File: config.mk
export PLATFORM = sky130hd
export DESIGN_NAME = cond_code_eval_add_carry
export DESIGN_NICKNAME = d
export VERILOG_FILES = /design/src/cond_add_pkg.sv /design/src/cond_evaluator.sv /design/src/add_carry_unit.sv /design/src/cond_code_eval_add_carry.sv
export SDC_FILE = /design/constraint.sdc
export NUM_CORES = 1
export LEC_CHECK = 0
export BUFFER_PORTS_ARGS = -buffer_cell sky130_fd_sc_hd__buf_2
export CORE_MARGIN = 4
export CORE_UTILIZATION = 54
export DETAILED_ROUTE_END_ITERATION = 8
export PLACE_DENSITY = 0.86
export SETUP_SLACK_MARGIN = 0.2
export SKIP_LAST_GASP = 1
export SLEW_MARGIN = 15
export SYNTH_ARGS = -nofsm -noshare
export SYNTH_HDL_FRONTEND = slang
export SYNTH_SLANG_ARGS = --single-unit
File: constraint.sdc
create_clock -name clk -period 4.9 [get_ports clk]
set_input_delay 0.735 -clock clk [delete_from_list [all_inputs] [get_ports clk]]
set_output_delay 0.735 -clock clk [all_outputs]
set_load 0.005 [all_outputs]
File: src/cond_add_pkg.sv
// Shared constants, flag layout and condition encodings for the evaluator
package cond_add_pkg;

    localparam int DATA_W   = 8;
    localparam int NIBBLE_W = 4;

    // Flag positions inside the flags register
    localparam int FLAG_CARRY_POS    = 7;
    localparam int FLAG_ZERO_POS     = 6;
    localparam int FLAG_SIGN_POS     = 5;
    localparam int FLAG_OVERFLOW_POS = 4;
    localparam int FLAG_DECIMAL_POS  = 3;
    localparam int FLAG_HALF_POS     = 2;
    localparam int FLAG_FAST_POS     = 1;
    localparam int FLAG_BANK_POS     = 0;

    typedef struct packed {
        logic carry;
        logic zero;
        logic sign;
        logic overflow;
        logic decimal;
        logic half;
        logic fast_irq;
        logic bank;
    } flags_s;

    typedef struct packed {
        logic unknown_op;
        logic add_done;
        logic not_taken;
        logic taken;
    } status_s;

    localparam logic [7:0] FLAGS_RESET  = 8'h00;
    localparam logic [7:0] DST_RESET    = 8'h00;
    localparam logic [7:0] SRC_RESET    = 8'h00;
    localparam logic [3:0] STATUS_RESET = 4'h0;

    // Register byte offsets on the bus
    localparam logic [7:0] REG_FLAGS_OFS  = 8'h00;
    localparam logic [7:0] REG_DST_OFS    = 8'h04;
    localparam logic [7:0] REG_SRC_OFS    = 8'h08;
    localparam logic [7:0] REG_CMD_OFS    = 8'h0c;
    localparam logic [7:0] REG_STATUS_OFS = 8'h10;

    // Condition field encodings; aliases share one code
    localparam logic [3:0] cond_never        = 4'h0;
    localparam logic [3:0] cond_always       = 4'h8;
    localparam logic [3:0] cond_carry        = 4'h7;
    localparam logic [3:0] cond_no_carry     = 4'hf;
    localparam logic [3:0] cond_zero         = 4'h6;
    localparam logic [3:0] cond_not_zero     = 4'he;
    localparam logic [3:0] cond_equal        = 4'h6;
    localparam logic [3:0] cond_not_equal    = 4'he;
    localparam logic [3:0] cond_plus         = 4'hd;
    localparam logic [3:0] cond_minus        = 4'h5;
    localparam logic [3:0] cond_overflow     = 4'h4;
    localparam logic [3:0] cond_no_overflow  = 4'hc;
    localparam logic [3:0] cond_signed_ge    = 4'h9;
    localparam logic [3:0] cond_signed_lt    = 4'h1;
    localparam logic [3:0] cond_signed_gt    = 4'ha;
    localparam logic [3:0] cond_signed_le    = 4'h2;
    localparam logic [3:0] cond_unsigned_ge  = 4'hf;
    localparam logic [3:0] cond_unsigned_lt  = 4'h7;
    localparam logic [3:0] cond_unsigned_gt  = 4'hb;
    localparam logic [3:0] cond_unsigned_le  = 4'h3;

    // Add-with-carry opcodes, all five operand forms
    localparam logic [7:0] OPC_ADD_CARRY_RR  = 8'h12;
    localparam logic [7:0] OPC_ADD_CARRY_RI  = 8'h13;
    localparam logic [7:0] OPC_ADD_CARRY_GG  = 8'h14;
    localparam logic [7:0] OPC_ADD_CARRY_GI  = 8'h15;
    localparam logic [7:0] OPC_ADD_CARRY_IMM = 8'h16;

    // Low nibble of conditional jump opcodes; high nibble is the condition
    localparam logic [3:0] JUMP_DIRECT_NIB   = 4'hd;
    localparam logic [3:0] JUMP_RELATIVE_NIB = 4'hb;

endpackage

File: src/cond_evaluator.sv
// Condition field test against carry, zero, sign and overflow
`timescale 1ns/1ns
module cond_evaluator
    import cond_add_pkg::*;
(
    input  wire logic [3:0] cond,      // Condition field
    input  wire logic       carry,     // Carry flag
    input  wire logic       zero,      // Zero flag
    input  wire logic       sign,      // Sign flag
    input  wire logic       overflow,  // Overflow flag
    output logic            taken      // Condition true
);
    logic signed_less;

    always_comb begin
        signed_less = sign ^ overflow;
        case (cond)
            cond_never:       taken = 1'b0;
            cond_always:      taken = 1'b1;
            cond_equal:       taken = zero;
            cond_not_equal:   taken = ~zero;
            cond_plus:        taken = ~sign;
            cond_minus:       taken = sign;
            cond_overflow:    taken = overflow;
            cond_no_overflow: taken = ~overflow;
            cond_signed_ge:   taken = ~signed_less;
            cond_signed_lt:   taken = signed_less;
            cond_signed_gt:   taken = ~(zero | signed_less);
            cond_signed_le:   taken = zero | signed_less;
            cond_no_carry:    taken = ~carry;
            cond_carry:       taken = carry;
            cond_unsigned_gt: taken = ~carry & ~zero;
            cond_unsigned_le: taken = carry | zero;
            default:          taken = 1'b0;
        endcase
    end
endmodule

File: src/add_carry_unit.sv
// Two's-complement adder with carry in and arithmetic flag outputs
`timescale 1ns/1ns
module add_carry_unit
    import cond_add_pkg::*;
#(
    parameter int WIDTH = DATA_W
)(
    input  wire logic [WIDTH-1:0] dst,        // Destination operand
    input  wire logic [WIDTH-1:0] src,        // Source operand
    input  wire logic             carry_in,   // Current carry flag
    output logic      [WIDTH-1:0] sum,        // Result
    output logic                  carry_out,  // Carry out of top bit
    output logic                  half_carry, // Carry out of low nibble
    output logic                  overflow,   // Signed overflow
    output logic                  zero,       // Result is zero
    output logic                  sign        // Result negative
);
    logic [WIDTH:0]    full;
    logic [NIBBLE_W:0] low;

    always_comb begin
        full       = {1'b0, dst} + {1'b0, src} + {{WIDTH{1'b0}}, carry_in};
        low        = {1'b0, dst[NIBBLE_W-1:0]} + {1'b0, src[NIBBLE_W-1:0]}
                   + {{NIBBLE_W{1'b0}}, carry_in};
        sum        = full[WIDTH-1:0];
        carry_out  = full[WIDTH];
        half_carry = low[NIBBLE_W];
        overflow   = (dst[WIDTH-1] == src[WIDTH-1]) && (sum[WIDTH-1] != dst[WIDTH-1]);
        zero       = (sum == '0);
        sign       = sum[WIDTH-1];
    end
endmodule

File: src/cond_code_eval_add_carry.sv
// Condition evaluation and add-with-carry execution behind an AHB-Lite slave
//
// Notes on behaviour
// - Jump opcodes carry a 4-bit condition; jump taken only when true.
// - Code 0000 never jumps; code 1000 always jumps.
// - 0110 true when zero set; 1110 true when zero clear.
// - 1101 sign clear, 0101 sign set, 0100 overflow set, 1100 clear.
// - 1001 true when sign xor overflow is 0; 0001 when 1.
// - 1010 true when zero or (sign xor overflow) is 0; 0010 when 1.
// - 1111 true when carry clear; 0111 true when carry set.
// - 1011 true only when carry and zero both clear.
// - 0011 true when carry or zero is set.
// - Aliased condition names share one code and decode identically.
// - Add-with-carry writes dst+src+carry to dst; source unchanged.
// - Carry set on carry out of the top result bit.
// - Zero set when result is zero; sign set when negative.
// - Overflow set when operand signs agree and result sign differs.
// - Decimal flag cleared; half carry from the low nibble.
// - Carry, zero, sign, overflow sit in flags bits 7 to 4.
`timescale 1ns/1ns
module cond_code_eval_add_carry (
    input  wire logic                    clk,          // Clock, 25 MHz
    input  wire logic                    rst,          // Async reset, high
    input  wire logic                    hsel,         // Slave select
    input  wire logic [31:0]             haddr,        // Byte address
    input  wire logic [1:0]              htrans,       // Transfer type
    input  wire logic                    hwrite,       // Write when high
    input  wire logic [2:0]              hsize,        // Word only
    input  wire logic [31:0]             hwdata,       // Write data
    input  wire logic                    hready,       // Bus ready
    output logic      [31:0]             hrdata,       // Read data
    output logic                         hreadyout,    // Slave ready
    output logic                         hresp,        // Always OKAY
    output logic                         jump_taken,   // Jump pulse
    output logic                         next_seq,     // Fall-through pulse
    output cond_add_pkg::flags_s         flags_out     // Flags register
);
    import cond_add_pkg::*;

    typedef enum logic [0:0] {
        bus_idle = 1'b0,
        bus_read = 1'b1
    } bus_state_e;

    ////////////////////////////////////////////////////////////////////////////
    // Bus slave state

    bus_state_e  state_q,     state_d;
    logic        wr_pend_q,   wr_pend_d;
    logic [7:0]  wr_addr_q,   wr_addr_d;
    logic [7:0]  rd_addr_q,   rd_addr_d;
    logic [31:0] hrdata_q,    hrdata_d;
    logic        hreadyout_q, hreadyout_d;
    logic        accept;

    ////////////////////////////////////////////////////////////////////////////
    // Block state

    flags_s      flags_q,     flags_d;
    logic [7:0]  dst_q,       dst_d;
    logic [7:0]  src_q,       src_d;
    status_s     status_q,    status_d;
    logic        taken_q,     taken_d;
    logic        next_q,      next_d;

    logic [7:0]  opcode;
    logic [3:0]  exec_cond;
    logic        cmd_wr;
    logic        is_jump;
    logic        is_add;
    logic        exec_jump;
    logic        exec_add;
    logic        cond_true;
    logic [7:0]  add_sum;
    logic        add_carry;
    logic        add_half;
    logic        add_ovf;
    logic        add_zero;
    logic        add_sign;

    ////////////////////////////////////////////////////////////////////////////
    // Command decode

    always_comb begin
        cmd_wr    = wr_pend_q && (wr_addr_q == REG_CMD_OFS);
        opcode    = hwdata[7:0];
        exec_cond = opcode[7:4];
        is_jump   = (opcode[3:0] == JUMP_DIRECT_NIB) || (opcode[3:0] == JUMP_RELATIVE_NIB);
        // every operand form decodes to one path
        is_add    = (opcode == OPC_ADD_CARRY_RR) || (opcode == OPC_ADD_CARRY_RI)
                 || (opcode == OPC_ADD_CARRY_GG) || (opcode == OPC_ADD_CARRY_GI)
                 || (opcode == OPC_ADD_CARRY_IMM);
        exec_jump = cmd_wr && is_jump;
        exec_add  = cmd_wr && is_add;
    end

    // tested flags from bits 7 to 4
    cond_evaluator u_eval (
        .cond     (exec_cond),
        .carry    (flags_q.carry),
        .zero     (flags_q.zero),
        .sign     (flags_q.sign),
        .overflow (flags_q.overflow),
        .taken    (cond_true)
    );

    add_carry_unit #(
        .WIDTH (DATA_W)
    ) u_add (
        .dst        (dst_q),
        .src        (src_q),
        .carry_in   (flags_q.carry),
        .sum        (add_sum),
        .carry_out  (add_carry),
        .half_carry (add_half),
        .overflow   (add_ovf),
        .zero       (add_zero),
        .sign       (add_sign)
    );

    ////////////////////////////////////////////////////////////////////////////
    // Bus slave next state

    always_comb begin
        accept      = hsel && htrans[1] && hready;
        state_d     = state_q;
        wr_pend_d   = 1'b0;
        wr_addr_d   = wr_addr_q;
        rd_addr_d   = rd_addr_q;
        hrdata_d    = hrdata_q;
        hreadyout_d = hreadyout_q;
        case (state_q)
            bus_idle: begin
                if (accept && hwrite) begin
                    wr_pend_d = 1'b1;
                    wr_addr_d = haddr[7:0];
                end else if (accept) begin
                    // One wait state so a write just before is seen
                    rd_addr_d   = haddr[7:0];
                    state_d     = bus_read;
                    hreadyout_d = 1'b0;
                end
            end
            bus_read: begin
                case (rd_addr_q)
                    REG_FLAGS_OFS:  hrdata_d = {24'h000000, flags_q};
                    REG_DST_OFS:    hrdata_d = {24'h000000, dst_q};
                    REG_SRC_OFS:    hrdata_d = {24'h000000, src_q};
                    REG_STATUS_OFS: hrdata_d = {28'h0000000, status_q};
                    default:        hrdata_d = 32'h00000000;
                endcase
                state_d     = bus_idle;
                hreadyout_d = 1'b1;
            end
            default: begin
                state_d     = bus_idle;
                hreadyout_d = 1'b1;
            end
        endcase
    end

    always_ff @(posedge clk or posedge rst) begin
        if (rst) begin
            state_q     <= bus_idle;
            wr_pend_q   <= 1'b0;
            wr_addr_q   <= 8'h00;
            rd_addr_q   <= 8'h00;
            hrdata_q    <= 32'h00000000;
            hreadyout_q <= 1'b1;
        end else begin
            state_q     <= state_d;
            wr_pend_q   <= wr_pend_d;
            wr_addr_q   <= wr_addr_d;
            rd_addr_q   <= rd_addr_d;
            hrdata_q    <= hrdata_d;
            hreadyout_q <= hreadyout_d;
        end
    end

    ////////////////////////////////////////////////////////////////////////////
    // Register writes and execution

    always_comb begin
        flags_d  = flags_q;
        dst_d    = dst_q;
        src_d    = src_q;
        status_d = status_q;
        taken_d  = 1'b0;
        next_d   = 1'b0;
        if (wr_pend_q) begin
            case (wr_addr_q)
                REG_FLAGS_OFS: flags_d = flags_s'(hwdata[7:0]);
                REG_DST_OFS:   dst_d   = hwdata[7:0];
                REG_SRC_OFS:   src_d   = hwdata[7:0];
                REG_CMD_OFS: begin
                    status_d = status_s'(STATUS_RESET);
                    if (is_add) begin
                        dst_d            = add_sum;
                        flags_d.carry    = add_carry;
                        flags_d.zero     = add_zero;
                        flags_d.sign     = add_sign;
                        flags_d.overflow = add_ovf;
                        flags_d.decimal  = 1'b0;
                        flags_d.half     = add_half;
                        status_d.add_done = 1'b1;
                    end else if (is_jump) begin
                        // jump only on a true condition
                        taken_d = cond_true;
                        next_d  = ~cond_true;
                        status_d.taken     = cond_true;
                        status_d.not_taken = ~cond_true;
                    end else begin
                        status_d.unknown_op = 1'b1;
                    end
                end
                default: ;
            endcase
        end
    end

    always_ff @(posedge clk or posedge rst) begin
        if (rst) begin
            flags_q  <= flags_s'(FLAGS_RESET);
            dst_q    <= DST_RESET;
            src_q    <= SRC_RESET;
            status_q <= status_s'(STATUS_RESET);
            taken_q  <= 1'b0;
            next_q   <= 1'b0;
        end else begin
            flags_q  <= flags_d;
            dst_q    <= dst_d;
            src_q    <= src_d;
            status_q <= status_d;
            taken_q  <= taken_d;
            next_q   <= next_d;
        end
    end

    assign hrdata     = hrdata_q;
    assign hreadyout  = hreadyout_q;
    assign hresp      = 1'b0;
    assign jump_taken = taken_q;
    assign next_seq   = next_q;
    assign flags_out  = flags_q;
endmodule

==> impl_results.md, run 1 <==
- Status: completed
- Worst path required time: 5.13 ns
- Layout area overhead: 8.48%
- CP cell instances: inv_1, fa_1, inv_1, fa_1, a211oi_1, o21ai_0, o21ai_0, xor2_1, o21bai_1, mux2_2
- Number of synthesized flops with an enable pin: 0
- Yosys warns: 0
- Root Buffer: clkbuf_8
- Post-Route Setup TNS: 0 ns
- Primary FF master, synth: dfrtp_1
- CP Class: flop to flop
- Die Span Y: 86.6 µm
- Maximum vdd drop: 254 µV
- Tightest Pin Transition: 0.862 ns
- Fraction of layout cells with a size suffix above 1: 0.255
- Detail Route met3 WL: 692 µm
- Gp weighted congestion: 0.912
- Site Rows: 28
- CTS tree: yes
- Number of gates resized after cts: 0
- Tightest Hold Check Type: flop to flop
- First-pass GRT wire length: roughly 12 mm
- Synth Instances: 336
- Clk buf depth: 2
- Setup crit start kind: flop
- H-Tree Depth: 3
- Area contributors post-synth: dfrtp_1 42%, mux2_2 8.1%, buf_4 6.8%
- Uppermost layer routed: met4
- Max-slew violation count: 0
- Clock transition at path regs: 0.07 ns
- Initial drt markers: 245
- Final Hold Vio Count: 0
- Initial antenna violation count: 0
- Slowest stage delay, CP: between 0.4 and 0.5 ns
- Total grt overflow: 0
- Hold-fix buffers, CTS: 0
- GRT Util Overall: 0.208
- Largest net degree at the start of global routing: 58
- Setup-failing EPs final: 0
- Unrepaired setup endpoints after global routing: no
- IO Port Bufs: 40
- Critical path fanouts, max: 5
- DP Wirelength: between 5 and 6 mm
- Layout Skew: 0.0122 ns
- Crit end category: flop
- Synthesized area per cell: 9.92 µm²
- Seq cells post-synth: 57
- WL met1: 2.97 mm
- FMAX: 387 MHz
- Area leader, netlist: dfrtp_1
- Tcrit/Tclk final: 0.527
- Core area: 5960 µm²
- Rel. slew slack: 0.424
- Post-CTS Setup Bufs: 0
- Synth unique cells: 65
- Pre-antenna DRT Iters: 4
- Clock sinks: 57
- Share of the synthesized area in the top cell type: 0.420
- Sequential area share after synthesis: 0.428
- Final setup margin: 2.32 ns
- Buffer and inverter count on the worst path: 2
- Vias/cell: roughly 5.6
- P per Cell Area: 381 nW/µm²
- Post-route minimum period: 2.58 ns
- Crit path max-delay family: compound AO/OA/AOI/OAI gates
- Post-synth ARST share: 1.00
- Max-Cap Viols: 0
- Die width: just under 90 µm
- Via count: 2551
- Leak: 1.66 nW
- Vias in the first global route: 2447
- Clock buffer count from CTS: 9
- Die ar.: 7490 µm²
- Final WL: 7.26 mm
- Antenna-violating nets left: 0
- Worst skew pair latency: 0.35 ns
- Post-DR wirelength/cell: 16.1 µm
- Slowest-stage cell, CP: dfrtp_1
- Final nets: 455
- Ports: 118
- ANT cells: 0
- Initial Utilization: 0.560
- Synthesized area: between 3000 and 4000 µm²
- Residual DRC: 0
- Critical path data arrival time: about 2.8 ns
- Met2 wire length: about 3.4 mm
- Worst slack at placement: around 2.2 ns
placed cells by master (no fill, tap or decap), drive strengths merged, types with 2 or more instances in the layout:
cell type  instances
inv               17
o22ai              9
o2111ai            2
mux2i              7
nor4               4
nand2b             4
a31oi              6
dfrtp             56
conb              25
o311ai             2
fa                 2
a222oi             3
a21o               4
nor2              28
a211oi             2
a21oi             10
nor2b              5
mux2              24
and2               2
nand3              4
clkinv             5
ha                 7
xor2               5
o21ai             12
or2                3
buf               41
o21a               4
clkbuf            11
nand2             39
xnor2              4
nor3               8
synth_stat cells (2+ instances only):
cell       count
nand3_1        3
clkbuf_1       4
nor4_1         3
a31oi_2        3
ha_1           7
a21o_1         4
xor2_1         5
buf_4         30
o2111ai_1      2
mux2i_1        7
nand2_1       39
o22ai_1        9
nor3_1         7
o21ai_0       11
dfrtp_1       56
nand2b_1       4
inv_1         16
o21a_1         4
nor2_1        28
a222oi_1       3
and2_1         2
mux2_2        24
or2_2          3
fa_1           2
nor2b_1        5
a31oi_1        3
buf_2          2
a21oi_1        9
xnor2_1        4
buf_6          2
cells by family (layout without fill, tap and decap cells):
logic type | after synthesis | in the layout | synth area share
AO/OA/AOI/OAI | 64 | 64 | 0.142
AND/OR/NAND/NOR | 107 | 107 | 0.160
adder cells (fa/ha/maj) | 9 | 9 | 0.0383
XOR/XNOR | 9 | 9 | 0.0236
other | 1 | 25 | 0.00113
multiplexers | 31 | 31 | 0.102
buffers and inverters | 58 | 75 | 0.105
flip-flops | 57 | 57 | 0.428
worst reg2reg max path, stage by stage (launching register included):
cell and delay, ns:
dfrtp_1 0.42, inv_1 0.15, fa_1 0.24, inv_1 0.07, fa_1 0.40, a211oi_1 0.32, o21ai_0 0.17, o21ai_0 0.12
xor2_1 0.22, o21bai_1 0.09, mux2_2 0.27
metal layers:
layer,global-route usage,up-vias
met5,0,-
met4,0.102,0
met3,0.0665,13
met2,0.321,111
met1,0.264,1234
li1,-,1193
final cells by class:
| class | count | area (µm²) |
|---|---|---|
| tap | 75 | 93.8 |
| timing repair buffer | 41 | 208 |
| clock buffer | 11 | 141 |
| multi-input combinational | 245 | 1650 |
| sequential | 57 | 1430 |
| fill | 503 | 2340 |
| inverter | 18 | 67.6 |
| clock inverter | 5 | 31.3 |
stage by stage:
stage	cells	cell area, µm²	utilization	power (W)	hold slack (ns)
6_report	452	3620	0.607	0.00138	0.487
5_1_grt	452	3620	0.607	0.00146	0.512
4_1_cts	452	3620	0.607	0.00138	0.490
3_5_place_dp	436	3440	0.578	0.000996	0.464
3_3_place_gp	436	3440	0.578	0.000971	0.457
2_1_floorplan	360	3420	-	0.000909	0.443
flip-flops by register name, summed over array words and instances, names as in the netlist:
name and count:
dst_q 8, flags_out 8, hrdata 8, hreadyout 1
jump_taken 1, next_seq 1, rd_addr_q 8, src_q 8
state_q 1, status_q 4, wr_addr_q 8, wr_pend_q 1
report_power, final:
part	switching, W	internal (W)	total, W
combinational	0.000193	0.000170	0.000363
sequential	0.0000872	0.000543	0.000630
clock	0.000190	0.000195	0.000385
total	0.000471	0.000908	0.00138
worst paths after layout:
| kind | start | to | slack, ns | depth (start not counted) |
|---|---|---|---|---|
| min in group asynchronous | rst | rd_addr_q[1] | 0.57 | 3 |
| max in group asynchronous | rst | flags_out[6] | 3.86 | 3 |
| worst max register to register | flags_out[7] | dst_q[6] | 2.32 | 10 |
| worst min-delay path | wr_addr_q[6] | wr_addr_q[6] | 0.49 | 2 |
| worst min register to register | wr_addr_q[6] | wr_addr_q[6] | 0.49 | 2 |
| worst max-delay path | flags_out[7] | dst_q[6] | 2.32 | 10 |
No activity file was read; power rests on OpenSTA's default activity.
==> run 2: changes to the inputs <==
--- a/config.mk
+++ b/config.mk
@@ -7,9 +7,9 @@
 export LEC_CHECK = 0
 export BUFFER_PORTS_ARGS = -buffer_cell sky130_fd_sc_hd__buf_2
 export CORE_MARGIN = 4
-export CORE_UTILIZATION = 54
+export CORE_UTILIZATION = 45
 export DETAILED_ROUTE_END_ITERATION = 8
-export PLACE_DENSITY = 0.86
+export PLACE_DENSITY = 0.76
 export SETUP_SLACK_MARGIN = 0.2
 export SKIP_LAST_GASP = 1
 export SLEW_MARGIN = 15
==> constraint.sdc (replaced) <==
create_clock -name clk -period 2.1 [get_ports clk]
set_input_delay 0.315 -clock clk [delete_from_list [all_inputs] [get_ports clk]]
set_output_delay 0.315 -clock clk [all_outputs]
set_load 0.005 [all_outputs]
==> run 2 against run 1 <==
Compared with the run above:
- the flow now finishes with violations (negative setup slack)
- cell count is 9.5% higher
- register-to-register slack worse by 2.4 ns
- largest power group unchanged
- setup slack lost 2.4 ns
- maximum frequency increased by 17%
==> impl_results.md, run 2 (synthesized netlist as in run 1, its figures left out) <==
- CTS tree: yes
- Clock buffer count from CTS: 9
- Die Span Y: 94.1 µm
- Status: complete, but fails checks
- Slowest-stage cell, CP: dfrtp_1
- Clock transition at path regs: ~0.07 ns
- Critical path data arrival time: around 2.4 ns
- Unrepaired setup endpoints after global routing: yes
- Setup-failing EPs final: 3
- GRT Util Overall: 0.184
- Residual DRC: 0
- Setup crit start kind: flop
- Final instance area: just under 4000 µm²
- Inst Count DP: around 480
- P per Cell Area: ~900 nW/µm²
- Max-Cap Viols: 0
- Worst skew pair latency: 0.34 ns
- Total grt overflow: 0
- Maximum vdd drop: 518 µV
- Ports: 118
- First-pass GRT wire length: around 12 mm
- DP Wirelength: 5.65 mm
- Violated checks: negative setup slack
- Initial Utilization: 0.462
- Clock sinks: 57
- Leak: 1.77 nW
- Reg power frac: 0.427
- Most frequent cells in the layout: 55 x dfrtp_1, 40 x buf_2, 37 x nand2_1
- CP Class: flop to flop
- Post-DR wirelength/cell: between 15 and 20 µm
- Slowest stage delay, CP: approximately 0.4 ns
- Critical path fanouts, max: 2
- Root Buffer: clkbuf_8
- Fraction of layout cells with a size suffix above 1: 0.336
- Core area: ~7200 µm²
- IO Port Bufs: 40
- Pre-antenna DRT Iters: 4
- Vias in the first global route: 2490
- Final nets: 474
- Worst path required time: 2.32 ns
- Initial drt markers: 219
- # fillers: between 600 and 700
- Crit end category: flop
- Layout area overhead: 16.5%
- Final setup margin: -0.109 ns
- Clock power share: 0.265
- Die width: 94.1 µm
- Logic pwr share: 0.308
- Vias/cell: 5.28
- Final Hold Vio Count: 0
- Via count: 2615
- Placed cell area: about 3600 µm²
- Final core utilization: 0.538
- FMAX: 453 MHz
- Tightest Hold Check Type: input port to async pin
- Final Hold Slack: 0.0204 ns
- Switch Pwr: 0.00119 W
- Initial antenna violation count: 0
- CP cell instances: inv_2, fa_2, inv_2, fa_2, a211oi_2, o21ai_1, o21ai_1, xor2_1, o21bai_1, mux2_4
- Layout Skew: 0.00968 ns
- Max-slew violation count: 0
- Die ar.: 8850 µm²
- Gp weighted congestion: 0.836
- Post-route minimum period: ~2.2 ns
- H-Tree Depth: 3
- Post-Route Setup TNS: -0.235 ns
- ANT cells: 0
- Final std cells w/o fill: ~500
- Tcrit/Tclk final: 1.05
- Commonest non-fill, non-tap cell in the layout: dfrtp_1
- Largest net degree at the start of global routing: 58
- Final WL: 7.69 mm
- Site Rows: 31
- Clk buf depth: 2
- Pint: 0.00224 W
- Switch share: 0.346
- Antenna-violating nets left: 0
## run 2: changes by cell type in the layout (fill, tap and decap cells not counted), sizes merged
cell,change
buf,+19
## run 2: per-stage QoR
| stage | worst slack [ns] | total power [W] |
|---|---|---|
| finish | -0.109 | 0.00343 |
| detailed placement | -0.0707 | 0.00241 |
| floorplan | 0.0802 | 0.00213 |
| global placement | -0.0663 | 0.00237 |
| global route | -0.251 | 0.00363 |
| CTS | -0.0759 | 0.00338 |
## run 2: path summary, 6_finish.rpt
| check | slack, ns | depth (start not counted) | from | endpoint |
|---|---|---|---|---|
| min | 0.02 | 3 | rst | hrdata[6] |
| max reg2reg | -0.11 | 10 | dst_q[0] | dst_q[6] |
| min in group clk | 0.18 | 3 | haddr[6] | wr_addr_q[6] |
| min reg2reg | 0.48 | 2 | status_q[3] | status_q[3] |
| max | -0.11 | 10 | dst_q[0] | dst_q[6] |
| max in group asynchronous | 1.80 | 3 | rst | hreadyout |
## run 2: layout make-up
class,count,area [µm²],share of cell area
repair buffers,60,363,0.0934
multi-input cells,245,1730,0.445
clock buffers,11,141,0.0364
flip-flops and latches,57,1430,0.368
inverters,18,67.6,0.0174
clock inverters,5,31.3,0.00805
well taps,99,124,0.0319
## run 2: metal layers
metal	up-vias	routed length, µm	global-route usage
met5	-	0	0
met4	0	228	0.0915
met3	18	505	0.0345
met2	87	3680	0.285
met1	1279	3280	0.247
li1	1231	-	-
## run 2: worst max-delay path, delay by kind of cell (launching register included)
kind	cells	cell delay, ns
compound gates	4	0.55
xor+xnor	1	0.22
fa+ha+maj	2	0.56
buf+inv	2	0.12
flops	1	0.39
mux	1	0.26
## run 2: power groups by stage
stage,Sequential (W),Clock [W],Combinational (W)
after floorplan,0.00140,0,0.000732
after detailed placement,0.00147,0,0.000933
final,0.00146,0.000908,0.00106
after global placement,0.00147,0,0.000904
after CTS,0.00146,0.000920,0.00100
after global routing,0.00149,0.000972,0.00117
## run 2: repair_timing
item / CTS / global route
hold buffers: 0 / 0
pin swaps: 7 / 5
cloned: 0 / 0
endpoints found under the setup margin: 10 / 27
buffers inserted: 2 / 2
resized for setup: 10 / 9
==> run 3: changes to the inputs <==
--- a/config.mk
+++ b/config.mk
@@ -7,12 +7,13 @@
 export LEC_CHECK = 0
 export BUFFER_PORTS_ARGS = -buffer_cell sky130_fd_sc_hd__buf_2
 export CORE_MARGIN = 4
-export CORE_UTILIZATION = 45
+export CORE_UTILIZATION = 46
 export DETAILED_ROUTE_END_ITERATION = 8
-export PLACE_DENSITY = 0.76
+export PLACE_DENSITY = 0.77
 export SETUP_SLACK_MARGIN = 0.2
 export SKIP_LAST_GASP = 1
 export SLEW_MARGIN = 15
 export SYNTH_ARGS = -nofsm -noshare
 export SYNTH_HDL_FRONTEND = slang
+export SYNTH_HIERARCHICAL = 1
 export SYNTH_SLANG_ARGS = --single-unit
==> run 3 against run 2 <==
Compared with the run above:
- the flow still finishes with violations (negative setup slack)
- combinational power shrank 14%
- area after synthesis grew 3.8%
- non-clock buffer count grew 26
- clock power grew 28%
- sequential power shrank 4%
- count of clock-buffer cells in the layout grew 1
- critical path type unchanged
==> impl_results.md, run 3 <==
- Tcrit/Tclk final: 1.20
- Residual DRC: 0
- Status: complete, but fails checks
- Clock sinks: 57
- Final Hold Vio Count: 0
- Most frequent cells in the layout: 56 x dfrtp_1, 48 x mux2_2, 40 x buf_2
- Inst Count DP: 477
- Die Span Y: about 95 µm
- CTS tree: yes
- Rel. slew slack: 0.655
- Clock power share: 0.333
- Area contributors post-synth: dfrtp_1 41%, mux2_2 18%, buf_4 5.6%
- Final std cells w/o fill: between 400 and 500
- CP Class: flop to flop
- Unrepaired setup endpoints after global routing: yes
- Final nets: 477
- Most common library cells after synthesis: 56 x dfrtp_1, 55 x mux2_2, 26 x buf_4
- Gp weighted congestion: approximately 0.88
- Setup-failing EPs final: 9
- Clk buf depth: 2
- Core area: 7290 µm²
- R2R setup slack: -0.41 ns
- Primary FF master, synth: dfrtp_1
- Initial drt markers: 136
- Crit Reg-Reg Endpoint: flags_out[6]
- Clock transition at path regs: 0.06 ns
- DP Wirelength: 5.98 mm
- Vias in the first global route: between 2000 and 3000
- Critical Path End: flags_out[6]
- Post-synth ARST share: 1.00
- Switch share: 0.297
- Final WL: 8.49 mm
- Antenna-violating nets left: 0
- Leak: 2.14 nW
- Violated checks: negative setup slack
- Yosys warns: 6
- Reg power frac: 0.405
- P per Cell Area: about 800 nW/µm²
- Fraction of layout cells with a size suffix above 1: 0.489
- Synth Instances: 308
- Crit end category: flop
- Area leader, netlist: dfrtp_1
- Tightest Hold Check Type: input port to async pin
- Sequential area share after synthesis: 0.413
- ANT cells: 0
- Die ar.: 8970 µm²
- Initial antenna violation count: 0
- Vias/cell: between 5 and 6
- Via count: 2691
- Site Rows: 31
- GRT Util Overall: 0.196
- Commonest non-fill, non-tap cell in the layout: dfrtp_1
- Worst skew pair latency: 0.33 ns
- Synthesized area: between 3000 and 4000 µm²
- First-pass GRT wire length: 13.5 mm
- Final core utilization: 0.606
- Critical path data arrival time: 2.73 ns
- Max-Cap Viols: 0
- Synth unique cells: 62
- Initial Utilization: 0.474
- Most common cell in the synthesized netlist: dfrtp_1
- Layout area overhead: 27.6%
- Worst path required time: 2.32 ns
- Die width: 94.7 µm
- Root Buffer: clkbuf_8
- Pint: about 0.0024 W
- Total grt overflow: 0
- Synthesized area per cell: 11.2 µm²
- Largest net degree at the start of global routing: 37
- Ports: 118
- # fillers: 570
- Seq cells post-synth: 57
- FF-to-FF Start: flags_out[7]
- Layout Skew: just over 0.008 ns
- Max-slew violation count: 0
- Worst Setup SP: flags_out[7]
- H-Tree Depth: 3
- Logic pwr share: 0.262
- IO Port Bufs: 40
- Number of synthesized flops with an enable pin: 0
- Tightest Pin Transition: 0.516 ns
- Post-route minimum period: ~2.5 ns
- Setup crit start kind: flop
- Pre-antenna DRT Iters: 4
- FMAX: 398 MHz
- Hold-fix buffers, CTS: 0
- Maximum vdd drop: around 660 µV
- Share of the synthesized area in the top cell type: 0.405
- Final setup margin: -0.415 ns
- Switch Pwr: 0.00103 W
- Worst r2r path cells: 11
- Post-DR wirelength/cell: 17.0 µm
- Clock buffer count from CTS: 9
- Critical path fanouts, max: 2
run 3: cell types whose count changed in the layout (fill, tap and decap cells not counted), moves of 5 or more:
cell | previous run | this run
a22o_1 | 0 | 5
buf_4 | 19 | 39
inv_1 | 12 | 7
mux2_2 | 23 | 48
mux2_4 | 1 | 7
nand2_1 | 37 | 4
nor2_1 | 27 | 13
o22ai_1 | 9 | 3
run 3: layout make-up:
class                      count  area (µm²)  share of cell area
clock buffer                  12         155              0.0351
clock inverter                 4        75.1              0.0170
inverter                      14        52.6              0.0119
multi-input combinational    226        1980               0.449
sequential                    57        1430               0.323
tap                           99         124              0.0281
timing repair buffer          86         598               0.135
run 3: what timing repair did:
action	4_1_cts	5_1_grt
setup endpoints to repair	14	14
pin swaps	10	6
gates cloned	0	0
buffers inserted	3	2
resized for setup	15	22
run 3: cell families after synthesis:
family,Yosys count,share of synthesized area
AO/OA/AOI/OAI,55,0.116
XOR/XNOR,8,0.0203
adder cells (fa/ha/maj),10,0.0398
buffers and inverters,49,0.0861
flip-flops,57,0.413
multiplexers,65,0.208
other,1,0.00108
AND/OR/NAND/NOR,63,0.116
run 3: per-layer routing:
| layer | wire [µm] | vias to the layer above | share of wire | track usage |
|---|---|---|---|---|
| met1 | 3580 | 1336 | 0.42 | 0.245 |
| li1 | - | 1234 | - | - |
| met2 | 4230 | 106 | 0.50 | 0.336 |
| met3 | 490 | 15 | 0.058 | 0.0390 |
| met4 | 189 | 0 | 0.022 | 0.0721 |
| met5 | 0 | - | 0 | 0 |
run 3: stage by stage:
step                total power (W)  setup TNS [ns]  setup slack [ns]  hold WS, ns  cell area (µm²)
finish                      0.00347           -2.67            -0.415       0.0133             4420
global route                0.00365           -3.46            -0.523       0.0350             4420
CTS                         0.00340           -2.47            -0.375       0.0171             4300
detailed placement          0.00221           -2.57            -0.440        0.372             3990
global placement            0.00218           -2.17            -0.341        0.365             3990
floorplan                   0.00193           -1.43            -0.340        0.451             3560
run 3: worst min-delay path by stage:
stage	cells past startpoint	to	slack [ns]
global placement	2	dst_q[1]	0.36
finish	2	dst_q[0]	0.01
detailed placement	2	dst_q[0]	0.37
global route	2	dst_q[0]	0.04
CTS	2	dst_q[0]	0.02
floorplan	1	status_q[1]	0.45
run 3: power by group through the flow:
stage | logic (W) | registers [W] | clock network, W
global placement | 0.000780 | 0.00140 | 0
detailed placement | 0.000801 | 0.00141 | 0
floorplan | 0.000590 | 0.00134 | 0
global route | 0.00100 | 0.00143 | 0.00122
finish | 0.000911 | 0.00140 | 0.00116
CTS | 0.000842 | 0.00139 | 0.00117
run 3: worst max-delay path: stages, from the launching register on:
cell	delay [ns]
dfrtp_1	0.39
inv_2	0.07
fa_2	0.20
inv_2	0.04
fa_2	0.33
a21o_1	0.22
a31oi_4	0.20
a21oi_2	0.09
a211oi_2	0.24
a2111oi_2	0.09
mux2_4	0.27
mux2_2	0.26
